===== config.mk =====
export PLATFORM = sky130hd
export DESIGN_NAME = cpb_context_packet_builder
export DESIGN_NICKNAME = d
export VERILOG_FILES = /design/src/hw/cpb_pkg.sv /design/src/hw/cpb_stream_track.sv /design/src/hw/cpb_context_packet_builder.sv
export SDC_FILE = /design/constraint.sdc
export NUM_CORES = 1
export LEC_CHECK = 0
export CORE_MARGIN = 2
export CORE_UTILIZATION = 60
export DETAILED_ROUTE_END_ITERATION = 16
export DONT_BUFFER_PORTS = 1
export PLACE_DENSITY_LB_ADDON = 0.12
export SYNTH_ARGS = -nofsm -noshare
export SYNTH_HDL_FRONTEND = slang
export SYNTH_HIERARCHICAL = 1
export SYNTH_SLANG_ARGS = --single-unit

===== constraint.sdc =====
create_clock -name pclk -period 6.03 [get_ports pclk]
set_clock_uncertainty 0.2 [all_clocks]
set_input_delay 0.3015 -clock pclk [delete_from_list [all_inputs] [get_ports pclk]]
set_output_delay 0.3015 -clock pclk [all_outputs]
set_load 0.05 [all_outputs]

===== src/hw/cpb_pkg.sv =====
// constants and types shared by the context packet builder
package cpb_pkg;

  // =========================================================
  // register offsets (byte addresses, one aligned word each)
  localparam logic [7:0] CPB_OFF_CTRL = 8'h00;
  localparam logic [7:0] CPB_OFF_STATUS = 8'h04;
  localparam logic [7:0] CPB_OFF_SECONDS = 8'h08;
  localparam logic [7:0] CPB_OFF_REFSEL = 8'h0C;
  localparam logic [7:0] CPB_OFF_FREQ_HI = 8'h10;
  localparam logic [7:0] CPB_OFF_FREQ_LO = 8'h14;
  localparam logic [7:0] CPB_OFF_GAIN = 8'h18;
  localparam logic [7:0] CPB_OFF_TEMP = 8'h1C;
  localparam logic [7:0] CPB_OFF_BW_HI = 8'h20;
  localparam logic [7:0] CPB_OFF_BW_LO = 8'h24;
  localparam logic [7:0] CPB_OFF_OFS_HI = 8'h28;
  localparam logic [7:0] CPB_OFF_OFS_LO = 8'h2C;
  localparam logic [7:0] CPB_OFF_REFLVL = 8'h30;
  localparam logic [7:0] CPB_OFF_SEQ = 8'h34;

  // =========================================================
  // control register bit positions
  localparam int CPB_CTRL_SEND_RX = 0;
  localparam int CPB_CTRL_SEND_DG = 1;
  localparam int CPB_CTRL_FULL_RX = 2;
  localparam int CPB_CTRL_FULL_DG = 3;

  // =========================================================
  // fixed header fields
  localparam logic [3:0] CPB_PKT_KIND = 4'h4;
  localparam logic CPB_CLASS_ID_PRESENT = 1'b0;
  localparam logic [1:0] CPB_HDR_RSVD = 2'h0;
  localparam logic CPB_TIMESTAMP_MODE_BIT = 1'b0;
  localparam logic [1:0] CPB_INTEGER_TIMESTAMP_KIND = 2'h1;
  localparam logic [1:0] CPB_FRACTIONAL_TIMESTAMP_KIND = 2'h2;
  localparam logic [31:0] CPB_SID_RX = 32'h90000001;
  localparam logic [31:0] CPB_SID_DG = 32'h09000002;

  // =========================================================
  // reference point codes
  localparam logic [31:0] CPB_ANTENNA_PORT_ONE = 32'h01000001;
  localparam logic [31:0] CPB_ANTENNA_PORT_TWO = 32'h01000002;
  localparam logic [31:0] CPB_INTERNAL_CAL = 32'h01000004;
  localparam logic [1:0] CPB_REFSEL_PORT_ONE = 2'h0;
  localparam logic [1:0] CPB_REFSEL_PORT_TWO = 2'h1;

  // =========================================================
  // indicator word bit positions
  localparam int CPB_IND_CHANGE = 31;
  localparam int CPB_IND_RX_REF = 30;
  localparam int CPB_IND_RX_FREQ = 27;
  localparam int CPB_IND_RX_GAIN = 23;
  localparam int CPB_IND_RX_TEMP = 18;
  localparam int CPB_IND_DG_BW = 29;
  localparam int CPB_IND_DG_OFS = 26;
  localparam int CPB_IND_DG_LVL = 24;

  // =========================================================
  // packet geometry
  localparam int CPB_HDR_WORDS = 6;
  localparam int CPB_FLD_WORDS = 5;
  localparam int CPB_PKT_WORDS = CPB_HDR_WORDS + CPB_FLD_WORDS;
  localparam int CPB_RX_FIELDS = 4;
  localparam int CPB_DG_FIELDS = 3;

  // =========================================================
  // timekeeping and reset values
  localparam int CPB_CLK_PERIOD_NS = 50;
  localparam int CPB_PS_PER_NS = 1000;
  localparam logic [39:0] CPB_PS_STEP =
    40'(CPB_CLK_PERIOD_NS * CPB_PS_PER_NS);
  localparam logic [39:0] CPB_PS_PER_SEC = 40'hE8_D4A5_1000;
  localparam logic [3:0] CPB_SEQ_RST = 4'h0;
  localparam logic [31:0] CPB_SECONDS_RST = 32'h0000_0000;

  typedef enum logic {
    CPB_ST_IDLE = 1'b0,
    CPB_ST_SEND = 1'b1
  } cpb_state_t;

endpackage


===== src/hw/cpb_stream_track.sv =====
// per-stream change tracking and packet sequence count
`timescale 1ns/1ps
module cpb_stream_track
  import cpb_pkg::*;
#(
  parameter int N = 4
)(
  input wire logic pclk,
  input wire logic presetn,
  input wire logic [N-1:0] set_i,
  input wire logic take_i,
  output logic [N-1:0] pend_o,
  output logic [3:0] seq_o
);

  logic [N-1:0] pend_q;
  logic [N-1:0] pend_d;
  logic [3:0] seq_q;

  // a value written in the capture cycle stays pending for the next packet
  assign pend_d = (take_i ? '0 : pend_q) | set_i;

  always_ff @(posedge pclk or negedge presetn)
  begin
    if (!presetn)
    begin
      pend_q <= '0;
      seq_q <= CPB_SEQ_RST;
    end
    else
    begin
      pend_q <= pend_d;
      if (take_i)
        seq_q <= seq_q + 4'h1;
    end
  end

  assign pend_o = pend_q;
  assign seq_o = seq_q;

endmodule // cpb_stream_track


===== src/hw/cpb_context_packet_builder.sv =====
// receiver and digitizer context packet builder with apb registers
//
// Local design decisions: the APB slave port and the placing of the registers.
`timescale 1ns/1ps
// Summary of operation
// change flag set lists changed fields
// change flag clear means nothing changed
// reference point coded per selected source
// rf frequency as two fixed-point words
// if gain high half, rf gain low
// gains are signed 9.7 decibel values
// temperature signed, six fraction bits
// temperature upper half driven zero
// packet kind code is 0100
// no class identifier, bit cleared
// reserved header bits are 00
// timestamp mode bit cleared
// integer timestamp kind is 01
// fractional timestamp kind is 10
// four-bit sequence count wraps at 1111
// length covers whole packet
// digitizer stream identifier 0x9000002
// seconds word counts utc seconds
// picoseconds since seconds last advanced
// digitizer flags at 31, 29, 26, 24
// fields follow flag order downward
// digitizer field sizes 2, 2, 1
// length counted in 32-bit words
// words sent msb first
// receiver stream identifier 0x90000001
// receiver field sizes 1, 2, 1, 1
// receiver flags at 31, 30, 27, 23, 18
// separate sequence count per stream
module cpb_context_packet_builder
  import cpb_pkg::*;
#(
  parameter logic [39:0] PS_PER_SEC = CPB_PS_PER_SEC
)(
  input wire logic pclk,
  input wire logic presetn,
  input wire logic psel,
  input wire logic penable,
  input wire logic pwrite,
  input wire logic [7:0] paddr,
  input wire logic [31:0] pwdata,
  output logic [31:0] prdata,
  output logic pready,
  output logic pslverr,
  output logic out_valid,
  output logic [31:0] out_data,
  output logic out_first,
  output logic out_last,
  output logic out_stream
);

  // =========================================================
  // apb decode
  logic pready_q;
  logic pslverr_q;
  logic [31:0] prdata_q;
  logic [31:0] rd_word;
  wire setup = psel & ~penable;
  wire wr_en = psel & penable & pready_q & pwrite;
  wire hit_ctrl = (paddr == CPB_OFF_CTRL);
  wire hit_status = (paddr == CPB_OFF_STATUS);
  wire hit_seconds = (paddr == CPB_OFF_SECONDS);
  wire hit_refsel = (paddr == CPB_OFF_REFSEL);
  wire hit_freq_hi = (paddr == CPB_OFF_FREQ_HI);
  wire hit_freq_lo = (paddr == CPB_OFF_FREQ_LO);
  wire hit_gain = (paddr == CPB_OFF_GAIN);
  wire hit_temp = (paddr == CPB_OFF_TEMP);
  wire hit_bw_hi = (paddr == CPB_OFF_BW_HI);
  wire hit_bw_lo = (paddr == CPB_OFF_BW_LO);
  wire hit_ofs_hi = (paddr == CPB_OFF_OFS_HI);
  wire hit_ofs_lo = (paddr == CPB_OFF_OFS_LO);
  wire hit_reflvl = (paddr == CPB_OFF_REFLVL);
  wire hit_seq = (paddr == CPB_OFF_SEQ);
  wire mapped = hit_ctrl | hit_status | hit_seconds | hit_refsel |
    hit_freq_hi | hit_freq_lo | hit_gain | hit_temp | hit_bw_hi |
    hit_bw_lo | hit_ofs_hi | hit_ofs_lo | hit_reflvl | hit_seq;
  // unmapped writes are dropped; only a mapped write reaches a register
  wire w_ctrl = wr_en & hit_ctrl;
  wire w_seconds = wr_en & hit_seconds;
  wire w_refsel = wr_en & hit_refsel;
  wire w_freq_hi = wr_en & hit_freq_hi;
  wire w_freq_lo = wr_en & hit_freq_lo;
  wire w_gain = wr_en & hit_gain;
  wire w_temp = wr_en & hit_temp;
  wire w_bw_hi = wr_en & hit_bw_hi;
  wire w_bw_lo = wr_en & hit_bw_lo;
  wire w_ofs_hi = wr_en & hit_ofs_hi;
  wire w_ofs_lo = wr_en & hit_ofs_lo;
  wire w_reflvl = wr_en & hit_reflvl;

  // =========================================================
  // context value registers
  logic full_rx_q;
  logic full_dg_q;
  logic req_rx_q;
  logic req_dg_q;
  logic [1:0] refsel_q;
  logic [63:0] freq_q;
  logic [31:0] gain_q;
  logic [15:0] temp_q;
  logic [63:0] bw_q;
  logic [63:0] ofs_q;
  logic [15:0] lvl_q;
  logic [31:0] seconds_q;
  logic [39:0] ps_q;

  always_ff @(posedge pclk or negedge presetn)
  begin
    if (!presetn)
    begin
      full_rx_q <= 1'b0;
      full_dg_q <= 1'b0;
      refsel_q <= CPB_REFSEL_PORT_ONE;
      freq_q <= 64'h0;
      gain_q <= 32'h0;
      temp_q <= 16'h0;
      bw_q <= 64'h0;
      ofs_q <= 64'h0;
      lvl_q <= 16'h0;
    end
    else
    begin
      if (w_ctrl)
      begin
        full_rx_q <= pwdata[CPB_CTRL_FULL_RX];
        full_dg_q <= pwdata[CPB_CTRL_FULL_DG];
      end
      if (w_refsel) refsel_q <= pwdata[1:0];
      if (w_freq_hi) freq_q[63:32] <= pwdata;
      if (w_freq_lo) freq_q[31:0] <= pwdata;
      if (w_gain) gain_q <= pwdata;
      if (w_temp) temp_q <= pwdata[15:0];
      if (w_bw_hi) bw_q[63:32] <= pwdata;
      if (w_bw_lo) bw_q[31:0] <= pwdata;
      if (w_ofs_hi) ofs_q[63:32] <= pwdata;
      if (w_ofs_lo) ofs_q[31:0] <= pwdata;
      if (w_reflvl) lvl_q <= pwdata[15:0];
    end
  end

  // =========================================================
  // utc seconds and picoseconds since the last second
  // writing seconds restarts the fraction so the pair stays coherent
  wire [39:0] ps_next = ps_q + CPB_PS_STEP;
  wire ps_wrap = (ps_next >= PS_PER_SEC);

  always_ff @(posedge pclk or negedge presetn)
  begin
    if (!presetn)
    begin
      seconds_q <= CPB_SECONDS_RST;
      ps_q <= 40'h0;
    end
    else if (w_seconds)
    begin
      seconds_q <= pwdata;
      ps_q <= 40'h0;
    end
    else if (ps_wrap)
    begin
      seconds_q <= seconds_q + 32'h1;
      ps_q <= ps_next - PS_PER_SEC;
    end
    else
      ps_q <= ps_next;
  end

  // =========================================================
  // change tracking, one tracker per stream
  cpb_state_t state_q;
  logic [CPB_RX_FIELDS-1:0] rx_pend;
  logic [CPB_DG_FIELDS-1:0] dg_pend;
  logic [3:0] rx_seq;
  logic [3:0] dg_seq;
  wire idle = (state_q == CPB_ST_IDLE);
  // receiver has priority when both streams are requested together
  wire cap_rx = idle & req_rx_q;
  wire cap_dg = idle & ~req_rx_q & req_dg_q;
  wire cap = cap_rx | cap_dg;
  wire [CPB_RX_FIELDS-1:0] rx_set =
    {w_temp, w_gain, w_freq_hi | w_freq_lo, w_refsel};
  wire [CPB_DG_FIELDS-1:0] dg_set =
    {w_reflvl, w_ofs_hi | w_ofs_lo, w_bw_hi | w_bw_lo};

  cpb_stream_track #(.N(CPB_RX_FIELDS)) u_rx_track (
    .pclk(pclk),
    .presetn(presetn),
    .set_i(rx_set),
    .take_i(cap_rx),
    .pend_o(rx_pend),
    .seq_o(rx_seq)
  );

  cpb_stream_track #(.N(CPB_DG_FIELDS)) u_dg_track (
    .pclk(pclk),
    .presetn(presetn),
    .set_i(dg_set),
    .take_i(cap_dg),
    .pend_o(dg_pend),
    .seq_o(dg_seq)
  );

  // send requests: a new request in the capture cycle is kept
  always_ff @(posedge pclk or negedge presetn)
  begin
    if (!presetn)
    begin
      req_rx_q <= 1'b0;
      req_dg_q <= 1'b0;
    end
    else
    begin
      req_rx_q <= (req_rx_q & ~cap_rx) |
        (w_ctrl & pwdata[CPB_CTRL_SEND_RX]);
      req_dg_q <= (req_dg_q & ~cap_dg) |
        (w_ctrl & pwdata[CPB_CTRL_SEND_DG]);
    end
  end

  // =========================================================
  // packet assembly for the stream being captured
  // full mode adds unchanged fields; the change flag still tracks pend
  wire [CPB_RX_FIELDS-1:0] rx_fld = full_rx_q ? '1 : rx_pend;
  wire [CPB_DG_FIELDS-1:0] dg_fld = full_dg_q ? '1 : dg_pend;
  wire rx_change = |rx_pend;
  wire dg_change = |dg_pend;
  wire [31:0] ref_word = (refsel_q == CPB_REFSEL_PORT_ONE) ?
    CPB_ANTENNA_PORT_ONE : (refsel_q == CPB_REFSEL_PORT_TWO) ?
    CPB_ANTENNA_PORT_TWO : CPB_INTERNAL_CAL;
  logic [31:0] rx_w [CPB_FLD_WORDS];
  logic [31:0] dg_w [CPB_FLD_WORDS];
  // field slots already in flag order, most significant first
  assign rx_w[0] = ref_word;
  assign rx_w[1] = freq_q[63:32];
  assign rx_w[2] = freq_q[31:0];
  assign rx_w[3] = gain_q;
  assign rx_w[4] = {16'h0000, temp_q};
  assign dg_w[0] = bw_q[63:32];
  assign dg_w[1] = bw_q[31:0];
  assign dg_w[2] = ofs_q[63:32];
  assign dg_w[3] = ofs_q[31:0];
  assign dg_w[4] = {16'h0000, lvl_q};
  wire [CPB_FLD_WORDS-1:0] rx_wmask =
    {rx_fld[3], rx_fld[2], rx_fld[1], rx_fld[1], rx_fld[0]};
  wire [CPB_FLD_WORDS-1:0] dg_wmask =
    {dg_fld[2], dg_fld[1], dg_fld[1], dg_fld[0], dg_fld[0]};
  wire [CPB_FLD_WORDS-1:0] cap_wmask = cap_rx ? rx_wmask : dg_wmask;

  logic [31:0] rx_ind;
  logic [31:0] dg_ind;
  logic [2:0] fld_cnt;
  always_comb
  begin
    rx_ind = 32'h0;
    rx_ind[CPB_IND_CHANGE] = rx_change;
    rx_ind[CPB_IND_RX_REF] = rx_fld[0];
    rx_ind[CPB_IND_RX_FREQ] = rx_fld[1];
    rx_ind[CPB_IND_RX_GAIN] = rx_fld[2];
    rx_ind[CPB_IND_RX_TEMP] = rx_fld[3];
    dg_ind = 32'h0;
    dg_ind[CPB_IND_CHANGE] = dg_change;
    dg_ind[CPB_IND_DG_BW] = dg_fld[0];
    dg_ind[CPB_IND_DG_OFS] = dg_fld[1];
    dg_ind[CPB_IND_DG_LVL] = dg_fld[2];
    fld_cnt = 3'h0;
    for (int i = 0; i < CPB_FLD_WORDS; i++)
      fld_cnt = fld_cnt + {2'h0, cap_wmask[i]};
  end

  // length in words: headers, indicator and every field word
  wire [15:0] pkt_len =
    16'(CPB_HDR_WORDS) + {13'h0000, fld_cnt};
  wire [31:0] hdr_word = {CPB_PKT_KIND,
    CPB_CLASS_ID_PRESENT,
    CPB_HDR_RSVD,
    CPB_TIMESTAMP_MODE_BIT,
    CPB_INTEGER_TIMESTAMP_KIND,
    CPB_FRACTIONAL_TIMESTAMP_KIND,
    cap_rx ? rx_seq : dg_seq,
    pkt_len};
  wire [31:0] sid_word = cap_rx ? CPB_SID_RX : CPB_SID_DG;

  // =========================================================
  // snapshot and word-by-word emission
  // a snapshot keeps apb writes during a packet from tearing it
  logic [31:0] snap_q [CPB_PKT_WORDS];
  logic [CPB_PKT_WORDS-1:0] rem_q;
  logic first_q;
  logic stream_q;
  logic [CPB_PKT_WORDS-1:0] pick;
  logic [31:0] pick_word;
  assign pick = rem_q & (~rem_q + 11'h001);
  wire [CPB_PKT_WORDS-1:0] rem_next = rem_q & ~pick;

  always_comb
  begin
    pick_word = 32'h0;
    for (int i = 0; i < CPB_PKT_WORDS; i++)
      pick_word = pick_word | (snap_q[i] & {32{pick[i]}});
  end

  always_ff @(posedge pclk or negedge presetn)
  begin
    if (!presetn)
    begin
      for (int i = 0; i < CPB_PKT_WORDS; i++)
        snap_q[i] <= 32'h0;
    end
    else if (cap)
    begin
      snap_q[0] <= hdr_word;
      snap_q[1] <= sid_word;
      snap_q[2] <= seconds_q;
      snap_q[3] <= {24'h000000, ps_q[39:32]};
      snap_q[4] <= ps_q[31:0];
      snap_q[5] <= cap_rx ? rx_ind : dg_ind;
      for (int i = 0; i < CPB_FLD_WORDS; i++)
        snap_q[CPB_HDR_WORDS + i] <= cap_rx ? rx_w[i] : dg_w[i];
    end
  end

  always_ff @(posedge pclk or negedge presetn)
  begin
    if (!presetn)
    begin
      state_q <= CPB_ST_IDLE;
      rem_q <= '0;
      first_q <= 1'b0;
      stream_q <= 1'b0;
    end
    else
    begin
      unique case (state_q)
        CPB_ST_IDLE:
        begin
          if (cap)
          begin
            state_q <= CPB_ST_SEND;
            rem_q <= {cap_wmask, 6'h3F};
            first_q <= 1'b1;
            stream_q <= cap_dg;
          end
        end
        CPB_ST_SEND:
        begin
          rem_q <= rem_next;
          first_q <= 1'b0;
          if (rem_next == '0)
            state_q <= CPB_ST_IDLE;
        end
      endcase
    end
  end

  // =========================================================
  // registered outputs
  logic out_valid_q;
  logic [31:0] out_data_q;
  logic out_first_q;
  logic out_last_q;
  logic out_stream_q;
  wire sending = (state_q == CPB_ST_SEND);

  always_ff @(posedge pclk or negedge presetn)
  begin
    if (!presetn)
    begin
      out_valid_q <= 1'b0;
      out_data_q <= 32'h0;
      out_first_q <= 1'b0;
      out_last_q <= 1'b0;
      out_stream_q <= 1'b0;
    end
    else
    begin
      out_valid_q <= sending;
      out_data_q <= sending ? pick_word : 32'h0;
      out_first_q <= sending & first_q;
      out_last_q <= sending & (rem_next == '0);
      out_stream_q <= stream_q;
    end
  end

  // =========================================================
  // apb read path, zero wait states
  assign rd_word =
    ({32{hit_ctrl}} & {28'h0, full_dg_q, full_rx_q, 2'h0}) |
    ({32{hit_status}} & {21'h0, sending, req_dg_q, req_rx_q,
      1'b0, dg_pend, rx_pend}) |
    ({32{hit_seconds}} & seconds_q) |
    ({32{hit_refsel}} & {30'h0, refsel_q}) |
    ({32{hit_freq_hi}} & freq_q[63:32]) |
    ({32{hit_freq_lo}} & freq_q[31:0]) |
    ({32{hit_gain}} & gain_q) |
    ({32{hit_temp}} & {16'h0, temp_q}) |
    ({32{hit_bw_hi}} & bw_q[63:32]) |
    ({32{hit_bw_lo}} & bw_q[31:0]) |
    ({32{hit_ofs_hi}} & ofs_q[63:32]) |
    ({32{hit_ofs_lo}} & ofs_q[31:0]) |
    ({32{hit_reflvl}} & {16'h0, lvl_q}) |
    ({32{hit_seq}} & {24'h0, dg_seq, rx_seq});

  always_ff @(posedge pclk or negedge presetn)
  begin
    if (!presetn)
    begin
      pready_q <= 1'b0;
      pslverr_q <= 1'b0;
      prdata_q <= 32'h0;
    end
    else
    begin
      pready_q <= setup;
      pslverr_q <= setup & ~mapped;
      prdata_q <= (setup & ~pwrite) ? rd_word : 32'h0;
    end
  end

  assign prdata = prdata_q;
  assign pready = pready_q;
  assign pslverr = pslverr_q;
  assign out_valid = out_valid_q;
  assign out_data = out_data_q;
  assign out_first = out_first_q;
  assign out_last = out_last_q;
  assign out_stream = out_stream_q;

endmodule // cpb_context_packet_builder


# Word-level counts from Yosys, hierarchy flattened
# Index checks and enable logic that the tools add are counted.
[totals]
reg_bits = 750
in_bits = 45
word_cells = 212
[op_classes]
n_addsub = 11
order_cmp = 1
n_eq_ne = 15
n_mux = 28
bitwise = 107
n_reduce_logical = 7
[op_table]
columns = ["operator", "n"]
rows = [
  ["32-bit bitwise OR", 23],
  ["32-bit AND", 17],
  ["32-bit 2-to-1 mux", 10],
  ["40-bit 2-to-1 mux", 2],
  ["32-bit by 16-bit AND with 32-bit output", 2],
  ["8-bit by 6-bit == test with 1-bit output (second input constant)", 6],
  ["40-bit by 16-bit adder with 40-bit output (second input constant)", 1],
  ["40-bit >= comparator (second input constant)", 1],
  ["40-bit subtractor (second input constant)", 1],
  ["32-bit by 1-bit adder with 32-bit output (second input constant)", 1],
  ["31-bit by 32-bit AND with 32-bit output", 1],
  ["32-bit by 11-bit AND with 32-bit output", 1],
  ["32-bit by 2-bit AND with 32-bit output", 1],
  ["32-bit by 4-bit AND with 32-bit output", 1],
  ["32-bit by 8-bit AND with 32-bit output", 1],
  ["8-bit by 32-bit AND with 32-bit output", 1],
  ["8-bit by 5-bit == test with 1-bit output (second input constant)", 4],
  ["1-bit AND", 27],
  ["11-bit AND", 2],
  ["11-bit NOT", 2],
  ["11-bit case mux with 2 select lines", 1],
  ["1-bit bitwise OR", 19],
  ["8-bit by 4-bit == test with 1-bit output (second input constant)", 2],
  ["16-bit 2-to-1 mux", 1],
  ["25 further kinds", 41],
]

# Depth between registers and ports, before layout
# Gate-level depths: netlist of the first run.
[depth]
word_depth = 16
mapped_depth = 17

# By module
# Netlist of the first run, hierarchy kept.
[modules_own_cells]
columns = ["module", "n_inst", "cells_per_inst", "area_per_inst_um2", "seq_area_each_um2"]
rows = [
  ["cpb_context_packet_builder", 1, 2726, 29584.6, 16115.5],
  ["cpb_stream_track (u_rx_track)", 1, 20, 299.0, 200.2],
  ["cpb_stream_track (u_dg_track)", 1, 18, 267.8, 175.2],
]

# Least setup slack after synthesis of the first run
# Ideal clock, no wire load.
[synth_timing]
path_type = "flip-flop to flip-flop"
startpoint = "reg ps_q[6]"
endpoint = "reg seconds_q[8]"
arrival_time_ns = 3.241
path_slack_ns = 2.452
stages_incl_launch_ff = 18
path_buffers = 3
cell_sequence = "dfrtp_1 buf_2 a211oi_4 nand2_1 nand4_1 xor2_1 ha_1 o22ai_1 a221oi_1 o21a_1 o2bb2ai_1 a221oi_2 o21ai_4 buf_4 buf_2 nand3_1 xor2_1 a21oi_1"
[synth_between]
elab_chain_cells = 3
[synth_rtl]
columns = ["element", "line_no", "text"]
rows = [
  ["start, declared", "cpb_context_packet_builder.sv:109", "logic [39:0] ps_q;"],
  ["start signal, assigned", "cpb_context_packet_builder.sv:166", "ps_q <= ps_next - PS_PER_SEC;"],
  ["start signal, assigned", "cpb_context_packet_builder.sv:169", "ps_q <= ps_next;"],
  ["40-bit by 16-bit adder with 40-bit output", "cpb_context_packet_builder.sv:148", "wire [39:0] ps_next = ps_q + CPB_PS_STEP;"],
  ["40-bit >= comparator", "cpb_context_packet_builder.sv:149", "wire ps_wrap = (ps_next >= PS_PER_SEC);"],
  ["2-bit nonzero test (no source line)", "--", ""],
  ["end signal, assigned", "cpb_context_packet_builder.sv:160", "seconds_q <= pwdata;"],
  ["end signal, assigned", "cpb_context_packet_builder.sv:165", "seconds_q <= seconds_q + 32'h1;"],
  ["end, declared", "cpb_context_packet_builder.sv:108", "logic [31:0] seconds_q;"],
]
# No other way between the ends.
# A chain may end at the register's enable or synchronous reset.

# Worst setup path after layout of the first run
[layout_timing]
startpoint = "reg ps_q[7]"
endpoint = "reg seconds_q[19]"
# Same word-level chain as after synthesis.

==> run_results.csv, run 1 <==
group,metric,value,unit
sta,clock.fmax,212.9,MHz
sta,fin_crit_sh,77.89,%
setup_path,critical_path_arrival,5.02,ns
sta,tightest_slew,3.092,ns
global_route,grt_pass1_wl,145400,um
route,detail-route-antenna-nets,0,
yosys,avgSynthCellArea,10.91,um^2
yosys,ys_seq_area_share,54.69,%
setup_path,r2r_start,"ps_q[7]",
layout,final_cells,3452,
route,via_per_inst,6.846,
cts,cts_resized,0,
sta,rsz0062_at_grt,"false",
yosys,synth_top_area_share,54.69,%
route,vias,23630,
cts,cts-htree-levels,3,
job,drv_cap,0,
power,ir_worst_vdd,0.2174,mV
place,port_buffers,0,
yosys,synth_edf_count,0,
layout,syn_to_final_growth,11.10,%
yosys,synth_flop_cell,"dfrtp_1",
sta,fin_crit,4.697,ns
cts,postCtsSetupBuffers,0,
setup_path,r2r_cells,14,
die,start_util,60.47,%
die,pin_count,115,
cts,cts_sinks,659,
cts,hold_buffers,48,
yosys,mappedNetlistNets,2818,
yosys,ys_ff_latch,659,
die,fp.dieH,228.2,um
setup_path,r2r-end,"seconds_q[19]",
die,die_x,228.2,um
yosys,synth_cell_types,86,
cts,cts_inserted_buffers,70,
die,core_area,0.04986,mm^2
setup_path,path_class,"reg2reg",
die,floorplan.rows,82,
sta,finalSetupViolCount,0,
layout,seq_area,0.01649,mm^2
cts,clock_latency,0.62,ns
yosys,syn_inst,2764,
yosys,yosysWarningCount,6,
layout,drive_gt1_share,19.42,%
status,status,"finished with violations",
place,place_inst,3276,
sta,holdWs,-0.8137,ns
hold_path,holdCritPathClass,"in2async",
cts,tritoncts,"built",
cts,clockBufferDepth,3,
sta,tns,0,ns
global_route,grt_pass1_vias,23410,
yosys,ys_top_cells_by_area,"dfrtp_1, mux2_2, nand2_1",
setup_path,reg2reg_slack,1.33,ns
setup_path,cp.required,6.35,ns
cts,path_clk_slew,0.06,ns
global_route,grt_max_degree,660,
yosys,synth_common_cells,"dfrtp_1, nand2_1, mux2_2",
yosys,yosys.area.top_type,"dfrtp_1",
power,leakage,15.42,nW
sta,drv_slew,500,
global_route,grt_overflow,0,
route,drt_wl_total,95040,um
sta,hold_viol,659,
setup_path,worstSetupStartpointType,"flop",
layout,fillers,3916,
route,firstDrtPassIters,10,
place,dp_hpwl,56770,um
die,die_area,0.05206,mm^2
status,violations,"negative hold slack, max-slew violations",
route,drc,0,
global_route,track_usage,36.63,%
layout,multi_input_area,0.01284,mm^2
yosys,synth_most_common_cell,"dfrtp_1",
yosys,syn_area,0.03015,mm^2
cts,cts.root.buffer_cell,"clkbuf_16",
global_route,antenna_found_initial,6,
route,drt_iter0_markers,3300,
place,place.gp.congestion,0.9328,
setup_path,critPathMaxFanout,21,
setup_path,end_kind,"flop",
layout,final_nets,2778,
route,routedWlPerCell,27.53,um
sta,maxSlewHeadroom,-106.1,%
yosys,ys_async_sr_fraction,100.0,%
power,power_density,294.3,mW/mm^2
[registers in the layout (all words and copies together), names as in the netlist, 2 cells and up]
signal and count:
seconds_q 32, prdata 32, refsel_q 2, bw_q 64, u_dg_track/pend_o 3, ps_q 36
freq_q 64, u_rx_track/pend_o 4, ofs_q 64, out_data 32, rem_q 11, u_rx_track/seq_o 4
temp_q 16, gain_q 32, u_dg_track/seq_o 4, snap_q 231, lvl_q 16
[worst max-delay path: stages (launching register included)]
cell and delay [ns]:
dfrtp_1 0.55, nand3_1 0.29, nand2_1 0.31, nand4_1 0.15
xor2_1 0.20, ha_1 0.27, o22ai_1 0.15, a221oi_1 0.08
o21a_1 0.23, o2bb2ai_1 0.27, a221oi_2 0.17, o21ai_4 0.61
nand4_2 0.50, or3_1 0.46, a31oi_1 0.17
[layer usage]
metal | up-vias | wire length [um] | global-route usage, %
met1 | 11980 | 38100 | 51.58
met5 | - | 13 | 0
met2 | 1411 | 42690 | 55.33
met3 | 249 | 10620 | 8.375
li1 | 9994 | - | -
met4 | 2 | 3613 | 15.11
[cell usage in the layout, fill, tap and decap left out, types with 11 or more instances in the layout]
cell type      netlist  routed
nand3_1             96      96
nand2_1            501     493
nand4_1             24      24
a22o_1              34      34
mux2_2             321     321
nor3_1              34      31
o211ai_1            12      12
nor2_1             125     117
xor2_1              32      32
inv_1               23      23
clkinv_2             0      13
o21ai_0             48      48
or3_1               17      17
clkbuf_1           157      13
and2_1              13      11
a21oi_1             61      61
clkbuf_8             0      18
buf_4                1      48
a22oi_1            139     139
and3_1              16      16
dfrtp_1            659     659
a222oi_1            60      60
xnor2_1             44      44
a221oi_1            69      69
clkbuf_16            0      73
a31oi_1             49      49
a221o_1             13      13
dlygate4sd3_1        0      48
[where the power goes]
group | total [W] | internal (W) | switching [W]
combinational | 0.000773 | 0.000310 | 0.000463
clock | 0.00440 | 0.00261 | 0.00179
sequential | 0.00469 | 0.00450 | 0.000189
total | 0.00986 | 0.00742 | 0.00244
[per-stage QoR]
step	worst slack (ns)	power (W)	hold slack, ns	cell area [um^2]	utilization (%)
finish	1.333	0.009859	-0.8137	33500	67.18
detailed placement	1.451	0.005465	-0.1722	30660	61.49
global placement	1.633	0.005453	-0.1765	30660	61.49
global route	0.9509	0.01017	-0.8273	33500	67.18
floorplan	2.452	0.005326	-0.1941	30150	-
CTS	1.402	0.009882	-0.8285	33490	67.16
[kinds of logic (layout without fill, tap and decap cells)]
kind of cell	Yosys count	in the layout	share of synthesized area (%)
DFF	659	659	54.69
buffers and inverters	235	247	3.079
AOI/OAI and AO/OA	570	570	14.33
xor gates and xnor gates	76	76	2.208
other	0	4	0
and+or+nand+nor	886	886	13.01
muxes	326	326	12.16
adders and majority gates	12	12	0.5229
[worst max-delay path by stage]
| stage | from | to | slack, ns |
|---|---|---|---|
| 5_1_grt | ps_q[7] | seconds_q[15] | 0.95 |
| 3_5_place_dp | ps_q[4] | seconds_q[19] | 1.45 |
| 2_1_floorplan | ps_q[6] | seconds_q[8] | 2.45 |
| 6_report | ps_q[7] | seconds_q[19] | 1.33 |
| 4_1_cts | ps_q[7] | seconds_q[19] | 1.40 |
| 3_3_place_gp | ps_q[7] | seconds_q[23] | 1.63 |
[cell type report]
cell class	count	share of cell area, %
tap	672	2.510
inverter	26	0.3063
multi-input combinational	1870	38.34
clock inverter	20	0.6761
sequential	659	49.23
timing repair buffer	97	2.570
antenna	4	0.02988
clock buffer	104	6.338
(Power assumes the default switching activity.)
==> inputs of run 2 (changes only) <==
--- a/config.mk
+++ b/config.mk
@@ -6,7 +6,7 @@
 export NUM_CORES = 1
 export LEC_CHECK = 0
 export CORE_MARGIN = 2
-export CORE_UTILIZATION = 60
+export CORE_UTILIZATION = 58
 export DETAILED_ROUTE_END_ITERATION = 16
 export DONT_BUFFER_PORTS = 1
 export PLACE_DENSITY_LB_ADDON = 0.12
==> constraint.sdc (replaced) <==
create_clock -name pclk -period 4.3 [get_ports pclk]
set_clock_uncertainty 0.2 [all_clocks]
set_input_delay 0.215 -clock pclk [delete_from_list [all_inputs] [get_ports pclk]]
set_output_delay 0.215 -clock pclk [all_outputs]
set_load 0.05 [all_outputs]
==> run 2 against run 1 <==
Worst hold slack got worse by 0.085 ns. Fmax is 16% higher. First-iteration DRC count increased by 8.3%. The run still ends with negative hold slack, max-slew violations left. Sequential share of layout area is 0.27 points lower. Utilization shrank 1.7 points. Cell area rose by 0.56%. Critical path depth rose by 1. Clock power grew 32%. Global-route usage fell by 0.50 points.
==> run_results.csv, run 2 (synthesis results as in run 1) <==
group,metric,value,unit
place,place.gp.congestion,0.9363,
layout,largest_reg_flops,231,
sta,holdWs,-0.8984,ns
cts,cts_inserted_buffers,70,
setup_path,end_kind,"flop",
power,power_density,404.1,mW/mm^2
sta,maxSlewHeadroom,-75.73,%
route,firstDrtPassIters,10,
cts,cts-htree-levels,3,
route,drt_wl_total,95760,um
global_route,grt_max_degree,660,
setup_path,cp.required,4.65,ns
status,violations,"negative hold slack, max-slew violations",
layout,final_cell_mix,"dfrtp_1, nand2_1, mux2_2",
cts,hold_buffers,48,
die,core_area,0.05141,mm^2
sta,finalSetupViolCount,0,
sta,clock.fmax,245.9,MHz
setup_path,crit_chain,"ha_1 > o21ai_4 > a21oi_1 > xnor2_1 > ha_1 > o22ai_1 > a221oi_1 > o21a_1 > o2bb2ai_1 > a221oi_2 > o21ai_4 > buf_12 > nand4_1 > or4_1 > nand3_1",
place,dp_hpwl,58930,um
layout,final_common_cell,"dfrtp_1",
route,vias,23550,
route,detail-route-antenna-nets,0,
die,die_x,232,um
route,drc,0,
global_route,grt_pass1_wl,145700,um
cts,clockBufferDepth,3,
sta,fin_crit_sh,94.56,%
place,postPlaceCellArea,0.03098,mm^2
setup_path,critPathMaxFanout,25,
setup_path,worstSetupStartpointType,"flop",
cts,cts.root.buffer_cell,"clkbuf_16",
sta,setup_ws,0.2339,ns
status,status,"finished with violations",
cts,path_clk_slew,0.06,ns
setup_path,critical_path_arrival,4.42,ns
layout,syn_to_final_growth,11.72,%
hold_path,holdCritPathClass,"in2async",
power,leakage,15.51,nW
die,floorplan.rows,83,
sta,rsz0062_at_grt,"false",
sta,tightest_slew,2.636,ns
place,dp_slack,0.1880,ns
layout,fillers,4009,
route,drt_iter0_markers,3575,
cts,clock_latency,0.62,ns
route,routedWlPerCell,27.43,um
sta,drv_slew,577,
sta,tns,0,ns
sta,hold_viol,659,
die,pin_count,115,
layout,design_area,0.03369,mm^2
layout,regMostFlops,"snap_q",
setup_path,path_class,"reg2reg",
layout,final_nets,2812,
route,via_per_inst,6.746,
cts,cts_sinks,659,
power,ir_worst_vdd,0.4006,mV
die,die_area,0.05382,mm^2
global_route,antenna_found_initial,5,
job,drv_cap,0,
layout,utilization,65.53,%
global_route,track_usage,36.14,%
global_route,grt_overflow,0,
die,fp.dieH,232,um
setup_path,crit_path_max_incr_delay,0.53,ns
global_route,grt_pass1_vias,23390,
setup_path,cpMaxStageDelayCell,"or4_1",
cts,tritoncts,"built",
die,start_util,58.65,%
sta,fin_crit,4.066,ns
place,port_buffers,0,
layout,drive_gt1_share,20.01,%
-- run 2: through the flow --
stage / std cells / hold WS [ns] / power (W)
floorplan: 2764 / -0.2806 / 0.007469
global placement: 3318 / -0.2602 / 0.007773
detailed placement: 3318 / -0.2566 / 0.007772
CTS: 3488 / -0.9075 / 0.01362
global route: 3491 / -0.9267 / 0.01405
finish: 3491 / -0.8984 / 0.01361
-- run 2: final cells by class --
cell class                      count  area, um^2  share of cell area [%]
Timing Repair Buffer              131        1166                   3.462
Multi-Input combinational cell   1870       12880                   38.25
Clock buffer                      106        2009                   5.965
Clock inverter                     16       173.9                  0.5163
Sequential cell                   659       16490                   48.96
Antenna cell                        3       7.507                 0.02229
Tap cell                          680       850.8                   2.526
Inverter                           26       102.6                  0.3046
-- run 2: critical path, delay by kind of cell (launching register included) --
| kind | cells | cell delay [ns] |
|---|---|---|
| adder cells (fa/ha/maj) | 2 | 0.55 |
| XOR/XNOR | 1 | 0.18 |
| buffers and inverters | 1 | 0.22 |
| AO/OA/AOI/OAI | 8 | 1.54 |
| AND/OR/NAND/NOR | 3 | 0.82 |
| flip-flops | 1 | 0.44 |
-- run 2: power breakdown --
| group | internal (W) | switching [W] | leakage, nW |
|---|---|---|---|
| registers | 0.00631 | 0.000218 | 8.65 |
| logic | 0.000500 | 0.000758 | 5.79 |
| clock network | 0.00331 | 0.00252 | 1.06 |
-- run 2: repair_timing --
item | in CTS | in global routing
setup endpoints to repair | 0 | 20
hold endpoints to repair | 963 | 659
setup buffers | 0 | 0
resized for setup | 0 | 6
-- run 2: metal layers --
metal / share of wire (%) / routed length, um / GRT usage (%) / up-vias
li1: - / - / - / 10050
met1: 42 / 39840 / 52.74 / 11990
met2: 45 / 42660 / 54.07 / 1253
met3: 10 / 9574 / 7.097 / 252
met4: 3.8 / 3659 / 12.98 / 4
met5: 0.025 / 24 / 0 / -
-- run 2: final timing paths --
check                               from             to  slack [ns]  cells past startpoint
worst max-delay path             ps_q[4]  seconds_q[31]        0.23                     15
worst min-delay path             presetn       out_last       -0.90                      0
worst max register to register   ps_q[4]  seconds_q[31]        0.23                     15
worst min register to register  stream_q     out_stream        0.20                      0
max in group asynchronous        presetn    snap_q[213]        2.72                      0
min in group pclk               paddr[2]     prdata[11]        0.08                      4
